$ cat config.mk
export PLATFORM = sky130hd
export DESIGN_NAME = drap_top
export DESIGN_NICKNAME = d
export VERILOG_FILES = /design/src/drap_pkg.sv /design/src/drap_top.sv
export SDC_FILE = /design/constraint.sdc
export NUM_CORES = 1
export LEC_CHECK = 0
export BUFFER_PORTS_ARGS = -buffer_cell sky130_fd_sc_hd__buf_2
export CAP_MARGIN = 20
export CORE_MARGIN = 2
export CORE_UTILIZATION = 55
export CTS_CLUSTER_SIZE = 24
export DETAILED_ROUTE_END_ITERATION = 8
export PLACE_DENSITY = 0.86
export SETUP_SLACK_MARGIN = 0.2
export SLEW_MARGIN = 20
export SYNTH_ARGS = -nofsm -noshare
export SYNTH_HDL_FRONTEND = slang
export SYNTH_SLANG_ARGS = --single-unit
$ cat constraint.sdc
create_clock -name CORE_CLK_I -period 2.8 [get_ports CORE_CLK_I]
set_clock_uncertainty 0.15 [all_clocks]
set_input_delay 0.14 -clock CORE_CLK_I [delete_from_list [all_inputs] [get_ports CORE_CLK_I]]
set_output_delay 0.14 -clock CORE_CLK_I [all_outputs]
set_load 0.005 [all_outputs]
$ cat src/drap_pkg.sv
// Notes on behaviour
// RULE_01 - Each data byte read or written moves the column pointer on by one; a command byte never moves it. Column and restore commands set it here.
// RULE_02 - A read in command mode is invalid, returns nothing and leaves the column pointer alone.
// RULE_03 - The first data write after a clear command is a dummy trigger and does not move the column pointer.
// RULE_04 - A column pointer stepping past its top value wraps round instead of saturating or changing page.
// RULE_05 - The host sends page, column-MSB and low-column commands, in that order, before the data bytes.
// RULE_06 - Page and column settings hold until changed, so an address command already in place may be skipped.
// RULE_07 - The clear-page command followed by one dummy data write clears the whole 160 x 64 graphic area.
// RULE_08 - Page 9, the icon-clear command and one dummy data write clear all 160 icon bits.
// RULE_09 - RAM reads and writes are taken in every display mode, even while the content is on the panel.
// RULE_10 - The low column command gives seven address bits, joined to the MSB from the column-MSB command.
// RULE_11 - With the serial host port, data reads from the RAM are not supported; only writes work.
// RULE_12 - A transfer with data/command select high is RAM data, and with it low is a command byte.
// RULE_13 - With 160 columns to a page, the column pointer wraps from 159 back to 0.
// RULE_14 - After reset the page and column pointers are zero and no dummy write is pending.
package drap_pkg;

  localparam int DATA_W    = 8;
  localparam int PAGE_W    = 4;
  localparam int COL_W     = 8;
  localparam int COL_LO_W  = 7;
  localparam int BUF_DEPTH = 2;
  localparam int CNT_W     = 2;

  localparam logic [COL_W-1:0]  COL_RESET     = 8'h00;
  localparam logic [COL_W-1:0]  COL_LAST      = 8'h9f;
  localparam logic [COL_W-1:0]  COL_ONE       = 8'h01;
  localparam logic [PAGE_W-1:0] PAGE_RESET    = 4'h0;
  localparam logic [PAGE_W-1:0] PAGE_ONE      = 4'h1;
  localparam logic [PAGE_W-1:0] GFX_PAGE_LAST = 4'h7;
  localparam logic [PAGE_W-1:0] ICON_PAGE     = 4'h9;
  localparam logic [DATA_W-1:0] CLEAR_DATA    = 8'h00;
  localparam logic [CNT_W-1:0]  CNT_FULL      = 2'h2;
  localparam logic [CNT_W-1:0]  CNT_EMPTY     = 2'h0;
  localparam logic [CNT_W-1:0]  CNT_ONE       = 2'h1;

  localparam logic [DATA_W-1:0] CMD_PAGE_MASK = 8'hf0;
  localparam logic [DATA_W-1:0] CMD_PAGE_VAL  = 8'h00;
  localparam logic [DATA_W-1:0] CMD_MSB_MASK  = 8'hfe;
  localparam logic [DATA_W-1:0] CMD_MSB_VAL   = 8'h26;
  localparam logic [DATA_W-1:0] CMD_SAVE_MASK = 8'hfe;
  localparam logic [DATA_W-1:0] CMD_SAVE_VAL  = 8'h34;
  localparam logic [DATA_W-1:0] CMD_CLR_GFX   = 8'h36;
  localparam logic [DATA_W-1:0] CMD_CLR_ICON  = 8'h37;
  localparam int                CMD_COL_BIT   = 7;
  localparam int                CMD_ARG_BIT   = 0;

  typedef enum logic [0:0] {
    ST_IDLE,
    ST_CLEAR
  } drap_state_type;

endpackage : drap_pkg

$ cat src/drap_top.sv
`timescale 1ns/1ps
module drap_top (
  input  wire logic                        CORE_CLK_I,
  input  wire logic                        RESET_I,
  input  wire logic                        HOST_VALID_I,
  output wire logic                        HOST_READY_O,
  input  wire logic                        HOST_DC_I,
  input  wire logic                        HOST_READ_I,
  input  wire logic [drap_pkg::DATA_W-1:0] HOST_DATA_I,
  input  wire logic                        SERIAL_MODE_I,
  output logic      [drap_pkg::DATA_W-1:0] HOST_RDATA_O,
  output logic                             HOST_RDATA_VALID_O,
  output logic                             HOST_REFUSED_O,
  output wire logic                        RAM_VALID_O,
  input  wire logic                        RAM_READY_I,
  output logic                             RAM_WRITE_O,
  output logic      [drap_pkg::PAGE_W-1:0] RAM_PAGE_O,
  output logic      [drap_pkg::COL_W-1:0]  RAM_COL_O,
  output logic      [drap_pkg::DATA_W-1:0] RAM_WDATA_O,
  input  wire logic [drap_pkg::DATA_W-1:0] RAM_RDATA_I,
  output wire logic                        CLEAR_BUSY_O,
  output wire logic [drap_pkg::PAGE_W-1:0] PAGE_O,
  output wire logic [drap_pkg::COL_W-1:0]  COLUMN_O
);
  import drap_pkg::*;

  // Two-entry buffer between host port and sequencer
  logic [DATA_W-1:0]    buf_data_q [BUF_DEPTH];
  logic                 buf_dc_q   [BUF_DEPTH];
  logic                 buf_rd_q   [BUF_DEPTH];
  logic                 wr_ptr_q;
  logic                 rd_ptr_q;
  logic [CNT_W-1:0]     cnt_q;

  // Address state
  logic [PAGE_W-1:0]    page_q;
  logic [COL_W-1:0]     col_q;
  logic [COL_W-1:0]     col_d;
  logic [COL_W-1:0]     saved_col_q;
  logic                 pend_gfx_q;
  logic                 pend_icon_q;

  // Clear sweep
  drap_state_type       st_q;
  logic                 clr_icon_q;
  logic [PAGE_W-1:0]    clr_page_q;
  logic [COL_W-1:0]     clr_col_q;

  // RAM request
  logic                 req_q;
  logic                 req_read_q;

  wire                  push;
  wire                  pop;
  wire                  buf_valid;
  wire [DATA_W-1:0]     head_data;
  wire                  head_dc;
  wire                  head_rd;
  wire                  take;
  wire                  cmd_wr;
  wire                  cmd_rd;
  wire                  dat;
  wire                  dat_rd_bad;
  wire                  dat_ok;
  wire                  dummy;
  wire                  ram_access;
  wire                  op_page;
  wire                  op_msb;
  wire                  op_col;
  wire                  op_save;
  wire                  op_restore;
  wire                  op_clr_gfx;
  wire                  op_clr_icon;
  wire [COL_W-1:0]      col_inc;
  wire                  sweep_issue;
  wire                  sweep_last_col;
  wire                  sweep_last;
  wire                  issue;
  wire                  req_done;
  wire [PAGE_W-1:0]     iss_page;
  wire [COL_W-1:0]      iss_col;
  wire [DATA_W-1:0]     iss_data;
  wire                  iss_read;

  assign HOST_READY_O = (cnt_q != CNT_FULL);
  assign push         = HOST_VALID_I && HOST_READY_O;
  assign buf_valid    = (cnt_q != CNT_EMPTY);
  assign head_data    = buf_data_q[rd_ptr_q];
  assign head_dc      = buf_dc_q[rd_ptr_q];
  assign head_rd      = buf_rd_q[rd_ptr_q];

  // One entry at a time keeps commands and data in host order
  assign take = buf_valid && (st_q == ST_IDLE) && !req_q; // [RULE_09]
  assign pop  = take;

  assign cmd_wr     = take && !head_dc && !head_rd;         // [RULE_12]
  assign cmd_rd     = take && !head_dc && head_rd;          // [RULE_02]
  assign dat        = take && head_dc;                      // [RULE_12]
  assign dat_rd_bad = dat && head_rd && SERIAL_MODE_I;      // [RULE_11]
  assign dat_ok     = dat && !dat_rd_bad;
  assign dummy      = dat_ok && !head_rd
                      && (pend_gfx_q || pend_icon_q);       // [RULE_03]
  assign ram_access = dat_ok && !dummy;

  assign op_page     = cmd_wr
                       && ((head_data & CMD_PAGE_MASK) == CMD_PAGE_VAL);
  assign op_msb      = cmd_wr
                       && ((head_data & CMD_MSB_MASK) == CMD_MSB_VAL);
  assign op_col      = cmd_wr && head_data[CMD_COL_BIT];
  assign op_save     = cmd_wr
                       && ((head_data & CMD_SAVE_MASK) == CMD_SAVE_VAL)
                       && !head_data[CMD_ARG_BIT];
  assign op_restore  = cmd_wr
                       && ((head_data & CMD_SAVE_MASK) == CMD_SAVE_VAL)
                       && head_data[CMD_ARG_BIT];
  assign op_clr_gfx  = cmd_wr && (head_data == CMD_CLR_GFX);
  assign op_clr_icon = cmd_wr && (head_data == CMD_CLR_ICON);

  // Also catches columns set above the top by the low command
  assign col_inc = (col_q >= COL_LAST) ? COL_RESET
                                       : col_q + COL_ONE; // [RULE_04] [RULE_13]

  always_comb begin
    col_d = col_q; // [RULE_06]
    if (ram_access) begin
      col_d = col_inc; // [RULE_01]
    end else if (op_col) begin
      col_d = {col_q[COL_W-1], head_data[COL_LO_W-1:0]}; // [RULE_10]
    end else if (op_msb) begin
      col_d = {head_data[CMD_ARG_BIT], col_q[COL_LO_W-1:0]}; // [RULE_10]
    end else if (op_restore) begin
      col_d = saved_col_q;
    end
  end

  assign sweep_issue    = (st_q == ST_CLEAR) && !req_q;
  assign sweep_last_col = (clr_col_q == COL_LAST);
  assign sweep_last     = sweep_last_col
                          && (clr_icon_q || (clr_page_q == GFX_PAGE_LAST));

  assign issue    = ram_access || sweep_issue;
  assign iss_page = sweep_issue ? clr_page_q : page_q;
  assign iss_col  = sweep_issue ? clr_col_q : col_q;
  assign iss_data = sweep_issue ? CLEAR_DATA : head_data;
  assign iss_read = !sweep_issue && head_rd;
  assign req_done = req_q && RAM_READY_I;

  assign RAM_VALID_O  = req_q;
  assign CLEAR_BUSY_O = (st_q == ST_CLEAR);
  assign PAGE_O       = page_q;
  assign COLUMN_O     = col_q;

  genvar gi;
  generate
    for (gi = 0; gi < BUF_DEPTH; gi++) begin : g_entry
      always_ff @(posedge CORE_CLK_I) begin
        if (push && (wr_ptr_q == 1'(gi))) begin
          buf_data_q[gi] <= HOST_DATA_I;
          buf_dc_q[gi]   <= HOST_DC_I;
          buf_rd_q[gi]   <= HOST_READ_I;
        end
      end
    end
  endgenerate

  always_ff @(posedge CORE_CLK_I) begin
    if (RESET_I) begin
      wr_ptr_q <= 1'b0;
      rd_ptr_q <= 1'b0;
      cnt_q    <= CNT_EMPTY;
    end else begin
      if (push) wr_ptr_q <= !wr_ptr_q;
      if (pop)  rd_ptr_q <= !rd_ptr_q;
      if (push && !pop)      cnt_q <= cnt_q + CNT_ONE;
      else if (pop && !push) cnt_q <= cnt_q - CNT_ONE;
    end
  end

  always_ff @(posedge CORE_CLK_I) begin
    if (RESET_I) begin
      page_q      <= PAGE_RESET; // [RULE_14]
      col_q       <= COL_RESET;  // [RULE_14]
      saved_col_q <= COL_RESET;
    end else begin
      col_q <= col_d;
      if (op_page) page_q <= head_data[PAGE_W-1:0]; // [RULE_05]
      if (op_save) saved_col_q <= col_q;
    end
  end

  // A new clear command replaces any clear still waiting for its trigger
  always_ff @(posedge CORE_CLK_I) begin
    if (RESET_I) begin
      pend_gfx_q  <= 1'b0; // [RULE_14]
      pend_icon_q <= 1'b0; // [RULE_14]
    end else if (op_clr_gfx || op_clr_icon) begin
      pend_gfx_q  <= op_clr_gfx;
      pend_icon_q <= op_clr_icon;
    end else if (dummy) begin
      pend_gfx_q  <= 1'b0;
      pend_icon_q <= 1'b0;
    end
  end

  always_ff @(posedge CORE_CLK_I) begin
    if (RESET_I) begin
      st_q       <= ST_IDLE;
      clr_icon_q <= 1'b0;
      clr_page_q <= PAGE_RESET;
      clr_col_q  <= COL_RESET;
    end else begin
      case (st_q)
        ST_IDLE: begin
          if (dummy) begin
            st_q       <= ST_CLEAR;
            clr_icon_q <= pend_icon_q;                         // [RULE_08]
            clr_page_q <= pend_icon_q ? ICON_PAGE : PAGE_RESET; // [RULE_07]
            clr_col_q  <= COL_RESET;
          end
        end
        ST_CLEAR: begin
          if (sweep_issue) begin
            if (sweep_last) begin
              st_q <= ST_IDLE;
            end else if (sweep_last_col) begin
              clr_col_q  <= COL_RESET;
              clr_page_q <= clr_page_q + PAGE_ONE; // [RULE_07]
            end else begin
              clr_col_q <= clr_col_q + COL_ONE; // [RULE_07] [RULE_08]
            end
          end
        end
        default: st_q <= ST_IDLE;
      endcase
    end
  end

  // Request holds its fields until the RAM side takes it
  always_ff @(posedge CORE_CLK_I) begin
    if (RESET_I) begin
      req_q       <= 1'b0;
      req_read_q  <= 1'b0;
      RAM_WRITE_O <= 1'b0;
      RAM_PAGE_O  <= PAGE_RESET;
      RAM_COL_O   <= COL_RESET;
      RAM_WDATA_O <= CLEAR_DATA;
    end else if (issue) begin
      req_q       <= 1'b1;
      req_read_q  <= iss_read;
      RAM_WRITE_O <= !iss_read;
      RAM_PAGE_O  <= iss_page;
      RAM_COL_O   <= iss_col;
      RAM_WDATA_O <= iss_data;
    end else if (req_done) begin
      req_q <= 1'b0;
    end
  end

  always_ff @(posedge CORE_CLK_I) begin
    if (RESET_I) begin
      HOST_RDATA_O       <= CLEAR_DATA;
      HOST_RDATA_VALID_O <= 1'b0;
      HOST_REFUSED_O     <= 1'b0;
    end else begin
      HOST_RDATA_VALID_O <= req_done && req_read_q;
      HOST_REFUSED_O     <= cmd_rd || dat_rd_bad; // [RULE_02] [RULE_11]
      if (req_done && req_read_q) HOST_RDATA_O <= RAM_RDATA_I;
    end
  end

endmodule : drap_top
==> results.toml, run 1 <==
[synth]
syn_nets = 474
synth_area_leaders = "dfxtp_1 (35%), edfxtp_1 (14%), nor2_1 (7.8%)"
yosys.cell_count.top_type = "nor2_1"
syn_avg_cell_area_um2 = 9.42
synth_commonest_cells = "nor2_1 (88), dfxtp_1 (74), a21oi_1 (33), nand2_1 (33)"
synth_area_leader_cell = "dfxtp_1"
ys_seq_elements = 94
synth_cells = 447
netlist.area_leader.share_pct = 35.2
synth_edf_count = 20
yosysWarnings = 0
ys_types = 61
ys_seq_area_share_pct = 49.5
synth_area_um2 = 4210
ys.flop_type = "dfxtp_1"
async_reset_ff_share_pct = 0

[power]
total_power_uw = 4550
powerDensity_nw_per_um2 = 897
ir_drop_mv = 0.611
power.leakage_uw = 0.00197

[worst_setup_path]
cp_slowest_cell = "dfxtp_1"
required_ps = 2880
cpMostUsedCell = "buf_4"
cp-start-kind = "flip-flop"
critPathCaptureType = "flip-flop"
cpPeakStageDelay_ps = 520
worstPathMaxFanout = 15
crit_chain = "buf_4, mux2i_2, nand2_2, nor4_4, buf_4, mux2i_1, nor2_1"
crit_type = "flip-flop to flip-flop"
arrival_ps = 2500

[timing]
final-setup-viol-count = 0
tns_ps = 0
drv_slew = 0
fmax_mhz = 412
slew_headroom_pct = 41.6
rsz0062_at_grt = "yes"
period_minus_slack_ps = 2430
tightestPinTransition_ps = 873
hold_violations = 0
finalCritPeriodShare_pct = 86.6

[global_route]
grt_max_degree = 41
grt_overflow = 0
antenna_found_initial = 0
grt.total_usage_pct = 26.7
grt_pass1_vias = 3731
grt_pass1_wl_um = 17800

[floorplan]
core_area_um2 = 7330
dieWidth_um = 91.5
dieArea_um2 = 8370
core.rowCount = 31
die_h_um = 91.5
io_pins = 69
initial_core_util_pct = 57.4

[route]
avgRoutedWirePerCell_um = 17.1
drt-total-wl_um = 10900
drtIter0Drc = 306
drc = 0
vias_per_cell = 5.92
vias = 3784
drtPass1Iterations = 5
ant_nets = 0

[placed_design]
numPortBuffers = 68
dp_hpwl_um = 7440
place_area_um2 = 4620
dp_cells = 603
gp_congestion = 0.903

[cts]
cts-root-buf = "clkbuf_8"
cts_sinks = 94
htreeDepth = 3
numCtsBuffers = 9
clockBufferDepth = 2
clkSlewWorstSetupHoldPaths_ps = 90
cts_tree = "done"
clkLatencyLatePin_ps = 370

[finish]
diodes = 0
drive_above_1_share_pct = 22.2
nNetsFinal = 562
finalInstanceArea_um2 = 5070
syn_to_final_growth_pct = 20.4
fin_cells = 639

[hold_path]
hold_path_class = "primary input to flip-flop"

[outcome]
status = "finished, final reports clean"

[flow_run]
cap_viol_max_count = 0
==> state kept, by name (all words and copies together), names as in the netlist, 4 cells and up, named ones only <==
name	flops
buf_data_q	16
COLUMN_O	8
HOST_RDATA_O	8
RAM_COL_O	8
RAM_WDATA_O	8
clr_col_q	8
saved_col_q	8
PAGE_O	4
RAM_PAGE_O	4
clr_page_q	4
==> per-layer routing <==
layer | part of all wire [%] | global-route usage (%) | vias to the layer above
met5 | 0 | 0 | -
met4 | 3.1 | 12.2 | 0
met3 | 6.6 | 5.15 | 28
met2 | 49 | 45.1 | 164
met1 | 41 | 32.8 | 1799
li1 | - | - | 1793
==> kinds of logic (layout without fill, tap and decap cells) <==
family                     after synthesis  after routing  synth area share (%)
muxes                                   26             26                  6.69
AOI/OAI and AO/OA                       93             93                  15.2
and+or+nand+nor                        194            194                  22.4
buffers and inverters                   30            123                  3.77
DFF                                     94             94                  49.5
adders and majority gates                4              4                  1.19
xor gates and xnor gates                 6              6                  1.25
==> worst max-delay path, delay by kind of cell, from the launching register on <==
family	cells	cell delay, ps
AND/OR/NAND/NOR	3	360
multiplexers	2	690
buffers and inverters	2	570
flip-flops	1	520
==> where the power goes <==
part | internal [uW] | total, uW | switching (uW)
logic | 658 | 1650 | 994
clock network | 504 | 992 | 488
registers | 1650 | 1900 | 249
==> area by class of cell <==
| type | count | area, um^2 |
|---|---|---|
| fillers | 567 | 2260 |
| flip-flops and latches | 94 | 2080 |
| multi-input cells | 323 | 1990 |
| repair buffers | 98 | 616 |
| clock buffers | 9 | 124 |
| well taps | 99 | 124 |
| clock inverters | 7 | 96.3 |
| inverters | 9 | 33.8 |
==> layout by cell type, fill, tap and decap left out, drive strengths merged, types with 4 or more instances in the layout <==
| master | Yosys | layout |
|---|---|---|
| a2111oi | 7 | 7 |
| a211oi | 14 | 14 |
| a21oi | 33 | 33 |
| a31oi | 4 | 4 |
| and3 | 5 | 5 |
| buf | 8 | 78 |
| clkbuf | 13 | 9 |
| dfxtp | 74 | 74 |
| dlygate4sd3 | 0 | 20 |
| edfxtp | 20 | 20 |
| ha | 4 | 4 |
| inv | 9 | 10 |
| mux2 | 4 | 4 |
| mux2i | 22 | 22 |
| nand2 | 35 | 35 |
| nand2b | 5 | 5 |
| nand3 | 14 | 14 |
| nor2 | 89 | 89 |
| nor3 | 8 | 8 |
| nor4 | 10 | 10 |
| o21ai | 11 | 11 |
| o32ai | 7 | 7 |
| or2 | 4 | 4 |
| or3 | 5 | 5 |
| xor2 | 6 | 6 |
==> worst paths after layout <==
| check | cells after the start | startpoint | end | slack, ps |
|---|---|---|---|---|
| max | 7 | flip-flop | saved_col_q[7] | 370 |
| min | 4 | HOST_VALID_I | wr_ptr_q | 5 |
| max reg2reg | 7 | flip-flop | saved_col_q[7] | 370 |
| min reg2reg | 2 | HOST_RDATA_O[1] | HOST_RDATA_O[1] | 310 |
==> through the flow <==
step | util [%] | hold slack, ps | setup slack, ps
floorplan | - | 88.9 | 752
global placement | 63.1 | 180 | 425
finish | 69.1 | 5.04 | 375
detailed placement | 63.1 | 186 | 284
CTS | 68.8 | 4.51 | 255
global route | 69.1 | 46.4 | 182
==> what timing repair did <==
action                                  4_1_cts  5_1_grt
resized for setup                             0        6
setup buffers                                 0        0
hold buffers                                 20        0
endpoints found under the hold margin        32        0
endpoints found under the setup margin        0       11
(Power assumes the default switching activity.)
==> inputs of run 2 (changes only) <==
--- a/config.mk
+++ b/config.mk
@@ -11,9 +11,11 @@
 export CORE_UTILIZATION = 55
 export CTS_CLUSTER_SIZE = 24
 export DETAILED_ROUTE_END_ITERATION = 8
+export HOLD_SLACK_MARGIN = 0.05
 export PLACE_DENSITY = 0.86
 export SETUP_SLACK_MARGIN = 0.2
 export SLEW_MARGIN = 20
 export SYNTH_ARGS = -nofsm -noshare
 export SYNTH_HDL_FRONTEND = slang
 export SYNTH_SLANG_ARGS = --single-unit
+export TNS_END_PERCENT = 10
==> constraint.sdc (replaced) <==
create_clock -name CORE_CLK_I -period 3 [get_ports CORE_CLK_I]
set_clock_uncertainty 0.15 [all_clocks]
set_input_delay 0.15 -clock CORE_CLK_I [delete_from_list [all_inputs] [get_ports CORE_CLK_I]]
set_output_delay 0.15 -clock CORE_CLK_I [all_outputs]
set_load 0.005 [all_outputs]
==> run 2 against run 1 <==
  * Die area unchanged
  * Global-route usage shrank 2.1 points
  * Via count down 3.5%
  * Critical path depth down 1
  * Sequential power shrank 8%
  * Clock power is 12% lower
  * Cell area down 1.2%
  * Sequential share of layout area grew 0.47 points
  * Register-to-register slack improved by 70 ps
  * Count of clock-buffer cells in the layout is the same
  * Combinational power shrank 9.7%
  * Critical path type unchanged
  * Largest power group unchanged
==> results.toml, run 2 (synthesis results as in run 1) <==
[outcome]
status = "finished, final reports clean"

[worst_setup_path]
cpMostUsedCell = "mux2i_1"
cpPeakStageDelay_ps = 580
cp-start-kind = "flip-flop"
worstPathMaxFanout = 18
required_ps = 3080
crit_type = "flip-flop to flip-flop"
cp_num_buf_inv = 1
cp_slowest_cell = "nor4_4"
arrival_ps = 2630
r2r_slack_ps = 450
reg2regPathDepth = 6
critPathCaptureType = "flip-flop"
crit_chain = "buf_4, mux2i_1, nand2_2, nor4_4, mux2i_1, nor2_1"
timing.rr.end = "saved_col_q[6]"
path_delay_family = "multiplexers"

[timing]
slew_headroom_pct = 42.2
finalCritPeriodShare_pct = 85.1
rsz0062_at_grt = "no"
drv_slew = 0
final-setup-viol-count = 0
period_minus_slack_ps = 2550
tightestPinTransition_ps = 865
timing.hold.ws_ps = 184
fmax_mhz = 392
tns_ps = 0
hold_violations = 0

[flow_run]
cap_viol_max_count = 0

[hold_path]
hold_end = "HOST_RDATA_VALID_O"
min-delay-start = "RESET_I"
hold_path_class = "primary input to flip-flop"
holdPathStages = 2

[floorplan]
dieWidth_um = 91.5
initial_core_util_pct = 57.4
dieArea_um2 = 8370
io_pins = 69
die_h_um = 91.5
core_area_um2 = 7330
core.rowCount = 31

[finish]
largest_reg_flops = 16
layout.cells.most_common_list = "nor2_1 (88), dfxtp_1 (74), buf_2 (68)"
regMostFlops = "buf_data_q"
final_common_cell = "nor2_1"
drive_above_1_share_pct = 20.7
diodes = 0
syn_to_final_growth_pct = 19.0
nNetsFinal = 559

[global_route]
grt_max_degree = 42
grt_pass1_wl_um = 16300
grt.total_usage_pct = 24.6
grt_overflow = 0
grt_pass1_vias = 3336
antenna_found_initial = 0

[cts]
cts_setup_buffers = 0
cts_resized = 0
numCtsBuffers = 9
htreeDepth = 3
clkSlewWorstSetupHoldPaths_ps = 90
clkLatencyLatePin_ps = 370
cts_tree = "done"
clockBufferDepth = 2
hold_buffers = 21
cts_sinks = 94
cts-root-buf = "clkbuf_8"

[power]
power.leakage_uw = 0.00194
powerDensity_nw_per_um2 = 821
ir_drop_mv = 0.480

[placed_design]
numPortBuffers = 68
gp_congestion = 0.952
dp_hpwl_um = 7030

[route]
drtIter0Drc = 249
avgRoutedWirePerCell_um = 16.0
drc = 0
drtPass1Iterations = 5
vias_per_cell = 5.74
drt-total-wl_um = 10100
vias = 3652
ant_nets = 0
-- run 2: worst max path at each step --
stage | cells past startpoint | from | endpoint
2_1_floorplan | 8 | flip-flop | COLUMN_O[5]
3_3_place_gp | 6 | flip-flop | saved_col_q[5]
3_5_place_dp | 6 | flip-flop | saved_col_q[7]
4_1_cts | 6 | flip-flop | saved_col_q[6]
5_1_grt | 6 | flip-flop | saved_col_q[6]
6_report | 6 | flip-flop | saved_col_q[6]
-- run 2: through the flow --
stage          util (%)  instance area (um^2)  power [uW]  setup slack, ps  std cells
6_report           68.3                  5010        4110              448        636
3_5_place_dp       62.7                  4590        3230              483        599
3_3_place_gp       62.7                  4590        3170              627        599
5_1_grt            68.3                  5010        4360              251        636
2_1_floorplan         -                  4210        2810              952        447
4_1_cts            68.3                  5010        4110              454        636
-- run 2: where the power goes --
group          internal (uW)  switching (uW)
sequential              1540             214
combinational            579             908
clock                    398             472
-- run 2: area by class of cell --
class / count / area (um^2)
clock buffers: 9 / 124
clock inverters: 7 / 80.1
fillers: 583 / 2320
inverters: 9 / 33.8
multi-input cells: 323 / 1970
flip-flops and latches: 94 / 2080
well taps: 99 / 124
repair buffers: 95 / 596
-- run 2: layer usage --
layer | share of wire (%) | up-vias | GRT usage [%]
li1 | - | 1780 | -
met1 | 42 | 1713 | 32.2
met2 | 48 | 139 | 40.3
met3 | 6.9 | 20 | 5.06
met4 | 2.5 | 0 | 8.96
met5 | 0 | - | 0
